`src/fasc_defines.svh`:
```
// Register offsets, field positions, reset values and timing counts for the flow alarm block
`ifndef FASC_DEFINES_SVH
`define FASC_DEFINES_SVH
// ----------------------------------------
// Register byte offsets
// ----------------------------------------
`define FASC_REG_CTRL 8'h00
`define FASC_REG_ALM_EN 8'h04
`define FASC_REG_LATCH_EN 8'h08
`define FASC_REG_FLOW1 8'h0C
`define FASC_REG_FLOW2 8'h10
`define FASC_REG_NOFLOW 8'h14
`define FASC_REG_DEV 8'h18
`define FASC_REG_TEMP 8'h1C
`define FASC_REG_VALVE 8'h20
`define FASC_REG_CAL_HRS 8'h24
`define FASC_REG_OVH_HRS 8'h28
`define FASC_REG_SP 8'h2C
`define FASC_REG_CUTOFF 8'h30
`define FASC_REG_PAGE 8'h34
`define FASC_REG_PAGE_MASK 8'h38
`define FASC_REG_STATUS 8'h3C
`define FASC_REG_ALM_CLR 8'h40
`define FASC_REG_EXT_ERR 8'h44
`define FASC_REG_TOTAL 8'h48
`define FASC_REG_FLOW_SP 8'h4C
// ----------------------------------------
// Fields and alarm indices
// ----------------------------------------
`define FASC_CTRL_UNIT 0
`define FASC_CTRL_RAMP 1
`define FASC_CTRL_ZSP_INH 2
`define FASC_CTRL_SP_ANALOG 3
`define FASC_NALM 10
`define FASC_ALM_OVF 5
`define FASC_ALARM_CODES 40'h12367789AB
`define FASC_EXT_ERR_PAGE 32'h00000400
// ----------------------------------------
// Reset values, flow in hundredths of a percent of full scale
// ----------------------------------------
`define FASC_RST_ALM_EN 10'h3FF
`define FASC_RST_FLOW1 32'h27100000
`define FASC_RST_FLOW2 32'hFFFF0000
`define FASC_NOFLOW_MAX 16'h00C8
`define FASC_RST_DEV 32'h03E80AF6
`define FASC_RST_TEMP 32'h003C0005
`define FASC_RST_VALVE 32'h26AC0000
`define FASC_RST_HOURS 16'h2238
`define FASC_OVH_FLOW_MIN 16'h0032
`define FASC_RST_PAGE 3'h1
`define FASC_NPAGE 3'h6
// ----------------------------------------
// Timing
// ----------------------------------------
`define FASC_CLK_NS 4
`define FASC_TICK_NS 1000000
`define FASC_TICKS_PER_S 1000
`define FASC_PAGE_HOLD_S 3
`define FASC_NV_SAVE_S 5
`define FASC_HOUR_S 3600
`endif

```
`src/fasc_pkg.sv`:
```
// Types shared by the flow alarm block
package fasc_pkg;
	typedef struct packed {
		logic [15:0] hi;
		logic [15:0] lo;
	} fasc_lim_t;
	typedef enum logic {
		FASC_RAMP_OFF = 1'b0,
		FASC_RAMP_TIME = 1'b1
	} fasc_ramp_t;
endpackage : fasc_pkg

```
`src/fasc_page_sel.sv`:
```
// Aux voltage page decoder with hold-time filter
`timescale 1ns/100ps
`default_nettype none
`include "fasc_defines.svh"
module fasc_page_sel (
	input wire logic clk_i,
	input wire logic rst_n_i,
	input wire logic tick_i,
	input wire logic [13:0] aux_mv_i,
	output logic req_o,
	output logic [2:0] page_o
);
	localparam logic [15:0] HOLD = 16'(`FASC_PAGE_HOLD_S * `FASC_TICKS_PER_S);
	logic [2:0] dec;
	logic [2:0] cand_q;
	logic [15:0] cnt_q;
	// ----------------------------------------
	// Voltage bands, millivolts
	// ----------------------------------------
	always_comb begin
		dec = 3'h0;
		if (aux_mv_i >= 14'h0064 && aux_mv_i < 14'h03E8) dec = 3'h1;
		else if (aux_mv_i >= 14'h03E8 && aux_mv_i < 14'h07D0) dec = 3'h2;
		else if (aux_mv_i >= 14'h07D0 && aux_mv_i < 14'h0BB8) dec = 3'h3;
		else if (aux_mv_i >= 14'h0BB8 && aux_mv_i < 14'h0FA0) dec = 3'h4;
		else if (aux_mv_i >= 14'h0FA0 && aux_mv_i < 14'h1194) dec = 3'h5;
		else if (aux_mv_i >= 14'h1194 && aux_mv_i <= 14'h1388) dec = 3'h6;
	end
	// Level must stay changed past the hold time before it counts
	always_ff @(posedge clk_i or negedge rst_n_i) begin
		if (!rst_n_i) begin
			cand_q <= 3'h0;
			cnt_q <= 16'h0000;
			page_o <= 3'h0;
			req_o <= 1'b0;
		end else begin
			req_o <= 1'b0;
			if (dec != cand_q) begin
				cand_q <= dec;
				cnt_q <= 16'h0000;
			end else if (cand_q != page_o && tick_i) begin
				if (cnt_q > HOLD) begin
					page_o <= cand_q;
					req_o <= 1'b1;
					cnt_q <= 16'h0000;
				end else begin
					cnt_q <= cnt_q + 16'h0001;
				end
			end
		end
	end
endmodule : fasc_page_sel
`default_nettype wire

```
`src/fasc_top.sv`:
```
// Flow alarms, page select and setpoint conditioning with an AXI4-Lite register slave
//
// Summary of operation
// - Two flow alarms flag flow outside range
// - Controller: suppress if setpoint outside or override
// - No-flow alarm below threshold, zero to 2%
// - Controller no-flow needs setpoint above threshold
// - Deviation outside percent limits longer than delay
// - Zero setpoint and flow alarms unless inhibited
// - Valve override suppresses deviation alarm
// - Temperature outside low/high limits alarms
// - Totalizer wrap latches overflow until host clears
// - Any supply out of limits alarms
// - Valve drive outside limits alarms
// - Calibration due at hours; clears on change
// - Overhaul hours count above 0.5% flow
// - Six stored pages, exactly one active
// - Aux voltage bands decode to pages
// - Most recent page selection wins
// - Page input must hold over three seconds
// - Invalid page: error bit, red LED, keep
// - Ramp off immediate, time mode percent/second
// - Analog setpoint below cutoff becomes zero
// - Flow below output cutoff reports zero
// - Totalizer saved every five seconds, restored
// - Latched alarm holds until cleared, relatches
// - Indicate highest code among active alarms
//
// Added by the designer: the placing of the registers and the AXI4-Lite slave port.
`timescale 1ns/100ps
`default_nettype none
`include "fasc_defines.svh"
module fasc_top #(
	parameter int unsigned TICK_CYCLES = `FASC_TICK_NS / `FASC_CLK_NS,
	parameter int unsigned HOUR_TICKS = `FASC_HOUR_S * `FASC_TICKS_PER_S
) (
	input wire logic clock_i,
	input wire logic nrst_i,
	input wire logic [7:0] s_axi_awaddr,
	input wire logic s_axi_awvalid,
	output logic s_axi_awready,
	input wire logic [31:0] s_axi_wdata,
	input wire logic [3:0] s_axi_wstrb,
	input wire logic s_axi_wvalid,
	output logic s_axi_wready,
	output logic [1:0] s_axi_bresp,
	output logic s_axi_bvalid,
	input wire logic s_axi_bready,
	input wire logic [7:0] s_axi_araddr,
	input wire logic s_axi_arvalid,
	output logic s_axi_arready,
	output logic [31:0] s_axi_rdata,
	output logic [1:0] s_axi_rresp,
	output logic s_axi_rvalid,
	input wire logic s_axi_rready,
	input wire logic [15:0] flow_i,
	input wire logic [15:0] sp_analog_i,
	input wire logic [15:0] temp_i,
	input wire logic [15:0] valve_drive_i,
	input wire logic [3:0] supply_fault_i,
	input wire logic valve_override_i,
	input wire logic [13:0] aux_input_reading_i,
	input wire logic nv_load_i,
	input wire logic [31:0] nv_total_i,
	output logic nv_wr_o,
	output logic [31:0] nv_total_o,
	output logic [15:0] flow_out_o,
	output logic [15:0] sp_eff_o,
	output logic [2:0] page_o,
	output logic module_state_led_red_o,
	output logic alarm_o,
	output logic [3:0] alarm_code_o
);
	localparam logic [15:0] SAVE_TICKS = 16'(`FASC_NV_SAVE_S * `FASC_TICKS_PER_S);
	localparam logic [9:0] SEC_TICKS = 10'(`FASC_TICKS_PER_S - 1);
	localparam logic [31:0] TICK_LAST = 32'(TICK_CYCLES - 1);
	localparam logic [21:0] HOUR_LAST = 22'(HOUR_TICKS - 1);
	localparam logic [39:0] CODES = `FASC_ALARM_CODES;
	// ----------------------------------------
	// Reset release and time base
	// ----------------------------------------
	logic [1:0] rsync_q;
	logic rst_n;
	always_ff @(posedge clock_i or negedge nrst_i) begin
		if (!nrst_i) rsync_q <= 2'h0;
		else rsync_q <= {rsync_q[0], 1'b1};
	end
	assign rst_n = rsync_q[1];
	logic [31:0] tick_cnt_q;
	logic tick_q;
	logic [9:0] sec_cnt_q;
	logic sec_q;
	always_ff @(posedge clock_i or negedge rst_n) begin
		if (!rst_n) begin
			tick_cnt_q <= 32'h00000000;
			tick_q <= 1'b0;
		end else begin
			tick_q <= (tick_cnt_q == TICK_LAST);
			tick_cnt_q <= (tick_cnt_q == TICK_LAST) ? 32'h00000000 : tick_cnt_q + 32'h00000001;
		end
	end
	always_ff @(posedge clock_i or negedge rst_n) begin
		if (!rst_n) begin
			sec_cnt_q <= 10'h000;
			sec_q <= 1'b0;
		end else begin
			sec_q <= tick_q && sec_cnt_q == SEC_TICKS;
			if (tick_q) sec_cnt_q <= (sec_cnt_q == SEC_TICKS) ? 10'h000 : sec_cnt_q + 10'h001;
		end
	end
	// ----------------------------------------
	// AXI4-Lite slave
	// ----------------------------------------
	logic aw_full_q, w_full_q, wr_do;
	logic [7:0] awaddr_q;
	logic [31:0] wdata_q;
	logic [3:0] wstrb_q;
	assign wr_do = aw_full_q && w_full_q && !s_axi_bvalid;
	always_ff @(posedge clock_i or negedge rst_n) begin
		if (!rst_n) begin
			aw_full_q <= 1'b0;
			s_axi_awready <= 1'b1;
			awaddr_q <= 8'h00;
		end else if (s_axi_awvalid && s_axi_awready) begin
			aw_full_q <= 1'b1;
			s_axi_awready <= 1'b0;
			awaddr_q <= s_axi_awaddr;
		end else if (wr_do) begin
			aw_full_q <= 1'b0;
		end else if (s_axi_bvalid && s_axi_bready) begin
			s_axi_awready <= 1'b1;
		end
	end
	always_ff @(posedge clock_i or negedge rst_n) begin
		if (!rst_n) begin
			w_full_q <= 1'b0;
			s_axi_wready <= 1'b1;
			wdata_q <= 32'h00000000;
			wstrb_q <= 4'h0;
		end else if (s_axi_wvalid && s_axi_wready) begin
			w_full_q <= 1'b1;
			s_axi_wready <= 1'b0;
			wdata_q <= s_axi_wdata;
			wstrb_q <= s_axi_wstrb;
		end else if (wr_do) begin
			w_full_q <= 1'b0;
		end else if (s_axi_bvalid && s_axi_bready) begin
			s_axi_wready <= 1'b1;
		end
	end
	function automatic logic [31:0] merge(input logic [31:0] o, input logic [31:0] d,
		input logic [3:0] s);
		logic [31:0] r;
		r = o;
		for (int b = 0; b < 4; b++) if (s[b]) r[8*b +: 8] = d[8*b +: 8];
		return r;
	endfunction : merge
	function automatic logic mapped(input logic [7:0] a);
		return a[1:0] == 2'h0 && a <= `FASC_REG_FLOW_SP;
	endfunction : mapped
	// ----------------------------------------
	// Configuration registers
	// ----------------------------------------
	logic [3:0] ctrl_q;
	logic [9:0] alm_en_q, latch_en_q, alm_clr_q;
	fasc_pkg::fasc_lim_t flow1_q, flow2_q, temp_q, valve_q;
	logic [15:0] noflow_q;
	logic [31:0] dev_q, sp_q, cut_q;
	logic [15:0] hrs_set_q [2];
	logic [1:0] hrs_wr_q;
	logic [5:0] page_mask_q;
	logic ser_req_q;
	logic [2:0] ser_page_q;
	logic [31:0] wm;
	assign wm = merge(32'h00000000, wdata_q, wstrb_q);
	always_ff @(posedge clock_i or negedge rst_n) begin
		if (!rst_n) begin
			ctrl_q <= 4'h0;
			alm_en_q <= `FASC_RST_ALM_EN;
			latch_en_q <= 10'h000;
			flow1_q <= `FASC_RST_FLOW1;
			flow2_q <= `FASC_RST_FLOW2;
			noflow_q <= `FASC_NOFLOW_MAX;
			dev_q <= `FASC_RST_DEV;
			temp_q <= `FASC_RST_TEMP;
			valve_q <= `FASC_RST_VALVE;
			hrs_set_q[0] <= `FASC_RST_HOURS;
			hrs_set_q[1] <= `FASC_RST_HOURS;
			sp_q <= 32'h00000000;
			cut_q <= 32'h00000000;
			page_mask_q <= 6'h3F;
		end else if (wr_do) begin
			unique case (awaddr_q)
				`FASC_REG_CTRL: ctrl_q <= 4'(merge({28'h0000000, ctrl_q}, wdata_q, wstrb_q));
				`FASC_REG_ALM_EN: alm_en_q <= 10'(merge({22'h000000, alm_en_q}, wdata_q, wstrb_q));
				`FASC_REG_LATCH_EN: latch_en_q <= 10'(merge({22'h000000, latch_en_q}, wdata_q,
					wstrb_q));
				`FASC_REG_FLOW1: flow1_q <= merge(flow1_q, wdata_q, wstrb_q);
				`FASC_REG_FLOW2: flow2_q <= merge(flow2_q, wdata_q, wstrb_q);
				`FASC_REG_NOFLOW: noflow_q <= 16'(merge({16'h0000, noflow_q}, wdata_q, wstrb_q));
				`FASC_REG_DEV: dev_q <= merge(dev_q, wdata_q, wstrb_q);
				`FASC_REG_TEMP: temp_q <= merge(temp_q, wdata_q, wstrb_q);
				`FASC_REG_VALVE: valve_q <= merge(valve_q, wdata_q, wstrb_q);
				`FASC_REG_CAL_HRS: hrs_set_q[0] <= 16'(merge({16'h0000, hrs_set_q[0]}, wdata_q,
					wstrb_q));
				`FASC_REG_OVH_HRS: hrs_set_q[1] <= 16'(merge({16'h0000, hrs_set_q[1]}, wdata_q,
					wstrb_q));
				`FASC_REG_SP: sp_q <= merge(sp_q, wdata_q, wstrb_q);
				`FASC_REG_CUTOFF: cut_q <= merge(cut_q, wdata_q, wstrb_q);
				`FASC_REG_PAGE_MASK: page_mask_q <= 6'(merge({26'h0000000, page_mask_q}, wdata_q,
					wstrb_q));
				default: ;
			endcase
		end
	end
	// Write pulses: alarm clear, hour setting change, serial page select
	always_ff @(posedge clock_i or negedge rst_n) begin
		if (!rst_n) begin
			alm_clr_q <= 10'h000;
			hrs_wr_q <= 2'h0;
			ser_req_q <= 1'b0;
			ser_page_q <= 3'h0;
		end else begin
			alm_clr_q <= (wr_do && awaddr_q == `FASC_REG_ALM_CLR) ? wm[9:0] : 10'h000;
			hrs_wr_q <= {wr_do && awaddr_q == `FASC_REG_OVH_HRS,
				wr_do && awaddr_q == `FASC_REG_CAL_HRS};
			ser_req_q <= wr_do && awaddr_q == `FASC_REG_PAGE && wstrb_q[0];
			ser_page_q <= wm[2:0];
		end
	end
	always_ff @(posedge clock_i or negedge rst_n) begin
		if (!rst_n) begin
			s_axi_bvalid <= 1'b0;
			s_axi_bresp <= 2'h0;
		end else if (wr_do) begin
			s_axi_bvalid <= 1'b1;
			s_axi_bresp <= mapped(awaddr_q) ? 2'h0 : 2'h2;
		end else if (s_axi_bready) begin
			s_axi_bvalid <= 1'b0;
		end
	end
	// ----------------------------------------
	// Setpoint conditioning and flow output
	// ----------------------------------------
	logic [15:0] sp_tgt, step;
	fasc_pkg::fasc_ramp_t ramp;
	assign ramp = fasc_pkg::fasc_ramp_t'(ctrl_q[`FASC_CTRL_RAMP]);
	assign step = sp_q[31:16];
	always_comb begin
		sp_tgt = sp_q[15:0];
		if (ctrl_q[`FASC_CTRL_SP_ANALOG])
			sp_tgt = (sp_analog_i < cut_q[15:0]) ? 16'h0000 : sp_analog_i;
	end
	always_ff @(posedge clock_i or negedge rst_n) begin
		if (!rst_n) begin
			sp_eff_o <= 16'h0000;
		end else begin
			unique case (ramp)
				fasc_pkg::FASC_RAMP_OFF: sp_eff_o <= sp_tgt;
				fasc_pkg::FASC_RAMP_TIME: if (sec_q) begin
					if (sp_tgt > sp_eff_o)
						sp_eff_o <= (sp_tgt - sp_eff_o > step) ? sp_eff_o + step : sp_tgt;
					else
						sp_eff_o <= (sp_eff_o - sp_tgt > step) ? sp_eff_o - step : sp_tgt;
				end
			endcase
		end
	end
	always_ff @(posedge clock_i or negedge rst_n) begin
		if (!rst_n) flow_out_o <= 16'h0000;
		else flow_out_o <= (flow_i < cut_q[31:16]) ? 16'h0000 : flow_i;
	end
	// ----------------------------------------
	// Totalizer with periodic save
	// ----------------------------------------
	logic [31:0] total_q;
	logic ovf_q;
	logic [15:0] save_cnt_q;
	always_ff @(posedge clock_i or negedge rst_n) begin
		if (!rst_n) begin
			total_q <= 32'h00000000;
			ovf_q <= 1'b0;
		end else if (nv_load_i) begin
			total_q <= nv_total_i;
			ovf_q <= 1'b0;
		end else if (tick_q) begin
			{ovf_q, total_q} <= {1'b0, total_q} + {17'h00000, flow_out_o};
		end
	end
	always_ff @(posedge clock_i or negedge rst_n) begin
		if (!rst_n) begin
			save_cnt_q <= 16'h0000;
			nv_wr_o <= 1'b0;
			nv_total_o <= 32'h00000000;
		end else begin
			nv_wr_o <= 1'b0;
			if (tick_q) begin
				save_cnt_q <= save_cnt_q + 16'h0001;
				if (save_cnt_q == SAVE_TICKS - 16'h0001) begin
					save_cnt_q <= 16'h0000;
					nv_wr_o <= 1'b1;
					nv_total_o <= total_q;
				end
			end
		end
	end
	// ----------------------------------------
	// Elapsed hours: calibration and overhaul
	// ----------------------------------------
	logic [1:0] hrs_run;
	logic [15:0] hrs_q [2];
	assign hrs_run = {flow_i > `FASC_OVH_FLOW_MIN, 1'b1};
	for (genvar h = 0; h < 2; h++) begin : g_hrs
		logic [21:0] sub_q;
		always_ff @(posedge clock_i or negedge rst_n) begin
			if (!rst_n) begin
				sub_q <= 22'h000000;
				hrs_q[h] <= 16'h0000;
			end else if (hrs_wr_q[h]) begin
				sub_q <= 22'h000000;
				hrs_q[h] <= 16'h0000;
			end else if (tick_q && hrs_run[h]) begin
				sub_q <= (sub_q == HOUR_LAST) ? 22'h000000 : sub_q + 22'h000001;
				if (sub_q == HOUR_LAST && hrs_q[h] != 16'hFFFF) hrs_q[h] <= hrs_q[h] + 16'h0001;
			end
		end
	end
	// ----------------------------------------
	// Alarm conditions, sampled each tick
	// ----------------------------------------
	logic [9:0] cond_q, cond, st_q;
	logic [15:0] nf_thr, sp;
	logic vor, ctl, dev_out;
	logic signed [33:0] dev_x, dev_lo, dev_hi;
	logic [15:0] dev_cnt_q;
	assign sp = sp_eff_o;
	assign vor = valve_override_i;
	assign ctl = ctrl_q[`FASC_CTRL_UNIT];
	assign nf_thr = (noflow_q > `FASC_NOFLOW_MAX) ? `FASC_NOFLOW_MAX : noflow_q;
	assign dev_x = 34'(($signed({1'b0, sp}) - $signed({1'b0, flow_i})) * 100);
	assign dev_lo = 34'($signed(dev_q[7:0])) * $signed({1'b0, sp});
	assign dev_hi = 34'($signed(dev_q[15:8])) * $signed({1'b0, sp});
	always_comb begin
		dev_out = dev_x < dev_lo || dev_x > dev_hi;
		if (sp == 16'h0000 && flow_i == 16'h0000)
			dev_out = !ctrl_q[`FASC_CTRL_ZSP_INH];
		cond = 10'h000;
		cond[0] = (flow_i < flow1_q.lo || flow_i > flow1_q.hi) &&
			!(ctl && (sp < flow1_q.lo || sp > flow1_q.hi || vor));
		cond[1] = (flow_i < flow2_q.lo || flow_i > flow2_q.hi) &&
			!(ctl && (sp < flow2_q.lo || sp > flow2_q.hi || vor));
		cond[2] = flow_i < nf_thr && !(ctl && (sp <= nf_thr || vor));
		cond[3] = dev_cnt_q > dev_q[31:16];
		cond[4] = temp_i < temp_q.lo || temp_i > temp_q.hi;
		cond[5] = ovf_q;
		cond[6] = |supply_fault_i;
		cond[7] = valve_drive_i < valve_q.lo || valve_drive_i > valve_q.hi;
		cond[8] = hrs_q[0] >= hrs_set_q[0];
		cond[9] = hrs_q[1] >= hrs_set_q[1];
	end
	always_ff @(posedge clock_i or negedge rst_n) begin
		if (!rst_n) begin
			dev_cnt_q <= 16'h0000;
			cond_q <= 10'h000;
		end else if (tick_q) begin
			cond_q <= cond & alm_en_q;
			if (!dev_out || vor) dev_cnt_q <= 16'h0000;
			else if (dev_cnt_q != 16'hFFFF) dev_cnt_q <= dev_cnt_q + 16'h0001;
		end
	end
	// Set beats clear, so a still-present condition relatches at once
	for (genvar i = 0; i < `FASC_NALM; i++) begin : g_alm
		always_ff @(posedge clock_i or negedge rst_n) begin
			if (!rst_n) st_q[i] <= 1'b0;
			else if (!alm_en_q[i]) st_q[i] <= 1'b0;
			else if (latch_en_q[i] || i == `FASC_ALM_OVF)
				st_q[i] <= cond_q[i] | (st_q[i] & ~alm_clr_q[i]);
			else st_q[i] <= cond_q[i];
		end
	end
	logic [3:0] top_code;
	always_comb begin
		top_code = 4'h0;
		for (int i = 0; i < `FASC_NALM; i++)
			if (st_q[i] && CODES[4*i +: 4] > top_code) top_code = CODES[4*i +: 4];
	end
	always_ff @(posedge clock_i or negedge rst_n) begin
		if (!rst_n) begin
			alarm_o <= 1'b0;
			alarm_code_o <= 4'h0;
		end else begin
			alarm_o <= |st_q;
			alarm_code_o <= top_code;
		end
	end
	// ----------------------------------------
	// Calibration page selection
	// ----------------------------------------
	logic aux_req;
	logic [2:0] aux_page, req_page;
	logic page_err_q;
	fasc_page_sel u_page (
		.clk_i(clock_i),
		.rst_n_i(rst_n),
		.tick_i(tick_q),
		.aux_mv_i(aux_input_reading_i),
		.req_o(aux_req),
		.page_o(aux_page)
	);
	// A serial select in the same cycle counts as the later one
	assign req_page = ser_req_q ? ser_page_q : aux_page;
	always_ff @(posedge clock_i or negedge rst_n) begin
		if (!rst_n) begin
			page_o <= `FASC_RST_PAGE;
			page_err_q <= 1'b0;
			module_state_led_red_o <= 1'b0;
		end else begin
			module_state_led_red_o <= page_err_q;
			if (ser_req_q || aux_req) begin
				if (req_page != 3'h0 && req_page <= `FASC_NPAGE && page_mask_q[req_page - 3'h1]) begin
					page_o <= req_page;
					page_err_q <= 1'b0;
				end else begin
					page_err_q <= 1'b1;
				end
			end
		end
	end
	// ----------------------------------------
	// Read path
	// ----------------------------------------
	logic [31:0] rd;
	always_comb begin
		unique case (s_axi_araddr)
			`FASC_REG_CTRL: rd = {28'h0000000, ctrl_q};
			`FASC_REG_ALM_EN: rd = {22'h000000, alm_en_q};
			`FASC_REG_LATCH_EN: rd = {22'h000000, latch_en_q};
			`FASC_REG_FLOW1: rd = flow1_q;
			`FASC_REG_FLOW2: rd = flow2_q;
			`FASC_REG_NOFLOW: rd = {16'h0000, noflow_q};
			`FASC_REG_DEV: rd = dev_q;
			`FASC_REG_TEMP: rd = temp_q;
			`FASC_REG_VALVE: rd = valve_q;
			`FASC_REG_CAL_HRS: rd = {hrs_q[0], hrs_set_q[0]};
			`FASC_REG_OVH_HRS: rd = {hrs_q[1], hrs_set_q[1]};
			`FASC_REG_SP: rd = sp_q;
			`FASC_REG_CUTOFF: rd = cut_q;
			`FASC_REG_PAGE: rd = {29'h00000000, page_o};
			`FASC_REG_PAGE_MASK: rd = {26'h0000000, page_mask_q};
			`FASC_REG_STATUS: rd = {5'h00, page_o, 4'h0, alarm_code_o, 6'h00, st_q};
			`FASC_REG_EXT_ERR: rd = page_err_q ? `FASC_EXT_ERR_PAGE : 32'h00000000;
			`FASC_REG_TOTAL: rd = total_q;
			`FASC_REG_FLOW_SP: rd = {sp_eff_o, flow_out_o};
			default: rd = 32'h00000000;
		endcase
	end
	always_ff @(posedge clock_i or negedge rst_n) begin
		if (!rst_n) begin
			s_axi_arready <= 1'b1;
			s_axi_rvalid <= 1'b0;
			s_axi_rdata <= 32'h00000000;
			s_axi_rresp <= 2'h0;
		end else if (s_axi_arvalid && s_axi_arready) begin
			s_axi_arready <= 1'b0;
			s_axi_rvalid <= 1'b1;
			s_axi_rdata <= rd;
			s_axi_rresp <= mapped(s_axi_araddr) ? 2'h0 : 2'h2;
		end else if (s_axi_rvalid && s_axi_rready) begin
			s_axi_rvalid <= 1'b0;
			s_axi_arready <= 1'b1;
		end
	end
endmodule : fasc_top
`default_nettype wire

```
`config.mk`:
```
export PLATFORM = sky130hd
export DESIGN_NAME = fasc_top
export DESIGN_NICKNAME = d
export VERILOG_FILES = /design/src/fasc_pkg.sv /design/src/fasc_page_sel.sv /design/src/fasc_top.sv
export VERILOG_INCLUDE_DIRS = /design/src
export SDC_FILE = /design/constraint.sdc
export NUM_CORES = 2
export LEC_CHECK = 0
export ABC_CLOCK_PERIOD_IN_PS = 50000
export BUFFER_PORTS_ARGS = -buffer_cell sky130_fd_sc_hd__buf_4
export CORE_ASPECT_RATIO = 1.4
export CORE_MARGIN = 8
export CORE_UTILIZATION = 51
export DETAILED_ROUTE_END_ITERATION = 8
export PLACE_DENSITY = 0.78
export SETUP_SLACK_MARGIN = 0.1
export SYNTH_ARGS = -nofsm -noshare
export SYNTH_HDL_FRONTEND = slang
export SYNTH_SLANG_ARGS = --single-unit
```
`constraint.sdc`:
```
create_clock -name clock_i -period 50 [get_ports clock_i]
set_input_delay 5 -clock clock_i [delete_from_list [all_inputs] [get_ports clock_i]]
set_output_delay 5 -clock clock_i [all_outputs]
set_load 0.05 [all_outputs]
```
### Word-level counts from Yosys, hierarchy flattened

Index checks and enable logic that the tools add are counted.

| storage, ports and cells | value |
|---|---|
| register bits | 710 |
| input bits | 175 |
| output and inout port bits | 115 |
| logic and storage cells | 473 |

| cells by class | value |
|---|---|
| add/subtract/negate cells | 16 |
| multiply operators | 3 |
| order comparisons | 52 |
| equal/unequal tests | 46 |
| muxes and demuxes | 98 |
| bitwise gates (word level) | 33 |
| reductions and logical operators | 131 |

Operators by type and width:

| kind | count |
|---|---|
| $pmux 32 s19 | 1 |
| $mux 16 | 20 |
| $gt 16x16->1 | 10 |
| $lt 16x16->1 | 9 |
| $mux 22 | 6 |
| $reduce_and 3->1 | 41 |
| $eq 8x6->1 const B | 15 |
| $mux 32 | 3 |
| $add 16x1->16 const B | 5 |
| $eq 8x5->1 const B | 8 |
| $mul 8x17->25 | 2 |
| $ne 16x16->1 const B | 3 |
| $sub 16x16->16 | 3 |
| $add 22x1->22 const B | 2 |
| $eq 22x22->1 const B | 2 |
| $logic_and 1x1->1 | 43 |
| $mux 1 | 42 |
| $mux 4 | 10 |
| $add 32x16->33 | 1 |
| $add 32x1->32 const B | 1 |
| $eq 32x18->1 const B | 1 |
| $eq 8x4->1 const B | 4 |
| $eq 8x7->1 const B | 4 |
| $ge 16x16->1 | 2 |
| 55 further kinds | 141 |

### Longest topological paths before layout

| logic depth | value |
|---|---|
| word-level depth | 28 |
| depth in mapped cells | 38 |
| depth with buffers taken out | 35 |

### Hierarchy

From an unflattened synthesis, not the netlist that was laid out.

| unflattened totals | value |
|---|---|
| cell total of the unflattened synthesis | 5788 |
| area total of the unflattened synthesis | 55350.6 um2 |

Modules (own cells, without submodules):

| module | instances | cells each | area an instance (um2) | seq. area each (um2) |
|---|---|---|---|---|
| fasc_top | 1 | 5625 | 53871.7 | 17242.8 |
| fasc_page_sel | 1 | 163 | 1478.9 | 575.6 |

### Least setup slack after synthesis

OpenSTA, ideal clock, no wires.

| timing path | value |
|---|---|
| path type | input-to-reg |
| start point | input flow_i[2] |
| end point | register dev_cnt_q[6] |
| data arrival time | 11.434 ns |
| required time | 49.882 ns |
| setup slack | 38.448 ns |
| stages on the path | 27 |
| buffers on the path | 2 |
| cell sequence | inv_1 > ha_1 > nor2b_1 > o21ai_0 > a21boi_0 > o21ai_0 > a21oi_1 > a41o_1 > o21ba_2 > a311oi_1 > o21ai_0 > inv_1 > fa_1 > ha_1 > ha_1 > clkbuf_1 > nand2_1 > nor2_1 > a2111oi_0 > nand2_2 > xnor3_1 > or4_1 > or4b_1 > a41oi_2 > buf_6 > o21ai_1 > a21o_1 |

| between the ends | value |
|---|---|
| word-level cells in the longest chain between the ends | 9 |
| elaborated cells on any way between the ends | 13 |
| those cells by class | 1 x add/sub; 1 x mul; 2 x order compare; 2 x mux; 7 x reduce/logical |

RTL lines:

| item | line | RTL |
|---|---|---|
| start, declared | fasc_top.sv:56 | `input wire logic [15:0] flow_i,` |
| $sub 16x16->17 | fasc_top.sv:340 | `assign dev_x = 34'(($signed({1'b0, sp}) - $signed({1'b0, flow_i})) * 100);` |
| $mul 17x6->23 | fasc_top.sv:340 |  |
| $lt 25x25->1 or $gt 25x25->1 (tied branches) | fasc_top.sv:344 | `dev_out = dev_x < dev_lo \|\| dev_x > dev_hi;` |
| $logic_or 1x1->1 | fasc_top.sv:344 |  |
| $mux 1 * | fasc_top.sv:345 | `if (sp == 16'h0000 && flow_i == 16'h0000)` |
| $logic_not 1->1 * | fasc_top.sv:367 | `if (!dev_out \|\| vor) dev_cnt_q <= 16'h0000;` |
| $logic_or 1x1->1 * | fasc_top.sv:367 |  |
| $reduce_bool 2->1 (no line) | n/a |  |
| $reduce_and 2->1 (no line) | n/a |  |
| end signal, assigned | fasc_top.sv:368 | `else if (dev_cnt_q != 16'hFFFF) dev_cnt_q <= dev_cnt_q + 16'h0001;` |
| end, declared | fasc_top.sv:335 | `logic [15:0] dev_cnt_q;` |

Every way passes the cells marked *; elsewhere a longest branch is shown, timed or not.
A chain may end at the register's enable or synchronous reset.

### Worst setup path in the final report

| timing path | value |
|---|---|
| start point | input flow_i[2] |
| end point | register dev_cnt_q[2] |

Same word-level chain as after synthesis.

==> metrics.md <==
| Metric | Value |
|---|---|
| Seq/Total Area, Yosys | `32.1%` |
| Core area | `0.108 mm^2` |
| DRT Pass-1 Iters | `7` |
| Worst-Margin Slew | `1420 ps` |
| Avg Cell Area, Syn | `about 9.5 um^2` |
| DR vias | `around 48,000` |
| Fin Clk Skew | `34.6 ps` |
| CP required | `50,550 ps` |
| Period Utilization, post-route | `25.8%` |
| Hold Vio Cnt, Final | `0` |
| Power, Total | `approximately 0.0024 W` |
| Vias in the first global route | `48,900` |
| Root Driver | `clkbuf_16` |
| Status | `finished, final reports clean` |
| Routed WL | `between 200,000 and 250,000 um` |
| FF+latch count, synth | `708` |
| Worst path depth | `32` |
| Sink Count | `708` |
| Lkg Pwr | `29.7 nW` |
| DP Worst Slack | `36,550 ps` |
| Die area | `0.120 mm^2` |
| Worst setup EP type | `register` |
| Area leader, netlist | `dfrtp_1` |
| Area grow syn2layout | `10.9%` |
| Most common cell on crit path | `ha_1` |
| Main area contributors after synthesis | `dfrtp_1 28%, ha_1 15%, mux2_2 7.1%, fa_1 6.6%, inv_1 4.3%` |
| Height of the chip | `around 400 um` |
| Final worst slack | `around 37,000 ps` |
| Dpl cells | `7,449` |
| Final setup violation count | `0` |
| Ys Warns | `0` |
| Post-route antenna net violation count | `0` |
| Max Clk Rate | `about 78 MHz` |
| Arrival @ worst endpoint | `13,430 ps` |
| Distinct cells, synth | `94` |
| Detail Placement HPWL | `around 160,000 um` |
| Clock slew seen by the registers of the worst setup and hold paths | `about 70 ps` |
| Post-CTS Hold Buffers | `0` |
| Pins Over Slew Limit | `0` |
| Synth Cell Area | `0.0555 mm^2` |
| First-pass GRT wire length | `300,000 um` |
| Async S/R FF share, synth | `100%` |
| # resized after CTS | `0` |
| FP Rows | `143` |
| Gpl congestion | `1.03` |
| Slew margin rel. | `5.08%` |
| Final std cells w/o fill | `7,584` |
| Clk_lat worst skew | `680 ps` |
| Top Ports | `290` |
| Worst VDD drop | `~0.047 mV` |
| Post-CTS setup repair buffer count | `0` |
| All-Layer GR Usage | `~33%` |
| MaxCap Viol Count | `0` |
| Wire per inst | `26.6 um` |
| Worst R2R Path Depth | `33` |
| HP Class | `reg -> async` |
| CP max stage delay | `720 ps` |
| Total CTS buffers | `68` |
| Synthesized netlist cell count | `5,826` |
| Initial Util | `between 50% and 60%` |
| CTS tree | `yes` |
| Max FO, Critical Path | `15` |
| Synth top area share | `28.2%` |
| CP Launch Type | `input pin` |
| Die extent in x | `295 um` |
| Setup TNS | `0 ps` |
| Filler cells | `9,456` |
| WS Path Type | `in -> reg` |
| Ys flop type | `dfrtp_1` |
| CP top delay family | `compound AO/OA/AOI/OAI gates` |
| Crit-path slowest cell | `a41oi_2` |
| Post-synth EDFFs | `0` |
| Worst path buffer plus inverter count | `3` |
| Unrepaired setup endpoints after global routing | `false` |
| GR Overflow Total | `0` |
| Fin crit period | `12,880 ps` |
| Initial antenna violation count | `15` |
| Drt drc | `0` |
| IO buf count | `287` |
| DRT iter0 DRCs | `4,127` |
| Via density | `6.26` |
| H-Tree Depth | `3` |
| Nets | `7,075` |
| Pwr/cell area | `around 38 mW/mm^2` |
| CTS Buffer Depth | `3` |
| Share of layout cells above drive strength 1 | `~16%` |
| Largest net degree at the start of global routing | `~170` |
logic make-up after synthesis:
family                   Yosys count  synth area share, %
AND/OR/NAND/NOR                 1577                 14.1
flip-flops                       708                 32.1
other                              2               0.0135
buffers and inverters            834                 5.67
multiplexers                     413                 8.26
adder cells (fa/ha/maj)          832                 21.2
XOR/XNOR                         237                 3.76
AO/OA/AOI/OAI                   1223                 14.9
state kept, by name, summed over array words and instances (netlist names), 16 cells and up:
name          cells
flow1_q          32
noflow_q         16
nv_total_o       32
dev_cnt_q        16
hrs_q            32
total_q          32
dev_q            32
sp_q             32
temp_q           32
tick_cnt_q       32
sp_eff_o         16
flow_out_o       16
g_hrs.sub_q      44
valve_q          32
hrs_set_q        32
s_axi_rdata      32
u_page.cnt_q     16
cut_q            32
save_cnt_q       16
flow2_q          32
wdata_q          32
final cells by class:
type	count	area [um^2]	area share [%]
multi-input combinational	4301	34700	56.3
sequential	708	17800	28.9
timing repair buffer	349	2630	4.27
inverter	641	2410	3.91
clock buffer	103	1990	3.24
tap	1450	1810	2.95
clock inverter	22	203	0.329
antenna	10	25.0	0.0406
synthesized netlist by cell type (37+ instances only):
library cell and count:
a22oi_1 79, a21o_1 183, ha_1 647, nor3_1 68, mux2_2 351, dfstp_2 81
nor4_1 37, clkbuf_1 181, mux2i_1 61, xnor2_1 134, o21a_1 59, nand2b_1 61
nor2_1 307, fa_1 184, nand2_1 453, a21oi_1 212, inv_1 639, o21ai_0 278
nor2b_1 57, dfrtp_1 627, a31oi_1 42, a22o_1 39, nand4_1 86, a221oi_1 63
and3_1 64, nand3_1 126, xor2_1 102, and2_1 206
routing by layer:
layer / routed length, um / global-route usage [%] / share of wire (%) / vias to the layer above
met5: 55 / 0 / 0.027 / -
met3: 16600 / 8.00 / 8.2 / 899
li1: - / - / - / 20900
met2: 92000 / 53.8 / 46 / 2350
met4: 23300 / 30.9 / 12 / 10
met1: 69700 / 35.9 / 35 / 23300
report_power, final:
| part | switching (W) | total [W] | internal, W |
|---|---|---|---|
| Clock | 0.000240 | 0.000529 | 0.000289 |
| Sequential | 0.000115 | 0.000725 | 0.000611 |
| Combinational | 0.000667 | 0.00111 | 0.000442 |
| Total | 0.00102 | 0.00236 | 0.00134 |
final timing paths:
check	startpoint	to	slack, ps
worst max-delay path	flow_i[2]	dev_cnt_q[2]	37120
worst min-delay path	rsync_q[1]	wdata_q[16]	340
min in group clock_i	rsync_q[0]	rsync_q[1]	350
worst max register to register	sp_eff_o[0]	dev_cnt_q[2]	40990
worst min register to register	rsync_q[1]	wdata_q[16]	340
max in group asynchronous	rsync_q[1]	tick_q	45530
cell usage in the layout, fill, tap and decap left out, types with 16 or more instances in the layout:
master / count
dfstp_2: 81
nor4_1: 37
mux2_2: 351
xor2_1: 102
nand2_1: 451
and2_1: 206
mux2i_1: 61
a21o_1: 183
a31oi_1: 42
xnor2_1: 134
o21ai_0: 278
a22oi_1: 79
o31ai_1: 21
dfrtp_1: 623
nand4_1: 86
o21a_1: 59
inv_1: 639
and3_1: 64
or2_2: 16
a22o_1: 39
nand2b_1: 61
clkbuf_1: 20
or3_1: 26
nor2b_1: 57
a222oi_1: 16
o22ai_1: 18
a221oi_1: 63
o211ai_1: 19
a21oi_1: 212
ha_1: 647
conb_1: 19
nor3_1: 66
nor2_1: 300
nand3_1: 126
fa_1: 184
clkbuf_16: 69
o21bai_1: 30
buf_4: 348
a211oi_1: 22
worst register-to-register path, delay by kind of cell (launching register included):
kind	cells	cell delay (ps)
compound gates	17	4790
fa+ha+maj	6	2060
buf+inv	3	680
flops	1	380
simple gates	7	1000
metrics by stage:
| step | utilization [%] | area [um^2] | hold slack, ps |
|---|---|---|---|
| floorplan | - | 55600 | 331 |
| global placement | 54.9 | 59400 | 337 |
| detailed placement | 54.9 | 59400 | 343 |
| CTS | 56.9 | 61600 | 357 |
| global route | 56.9 | 61600 | 367 |
| finish | 56.9 | 61600 | 339 |
Power figures use the tool's default switching activity.
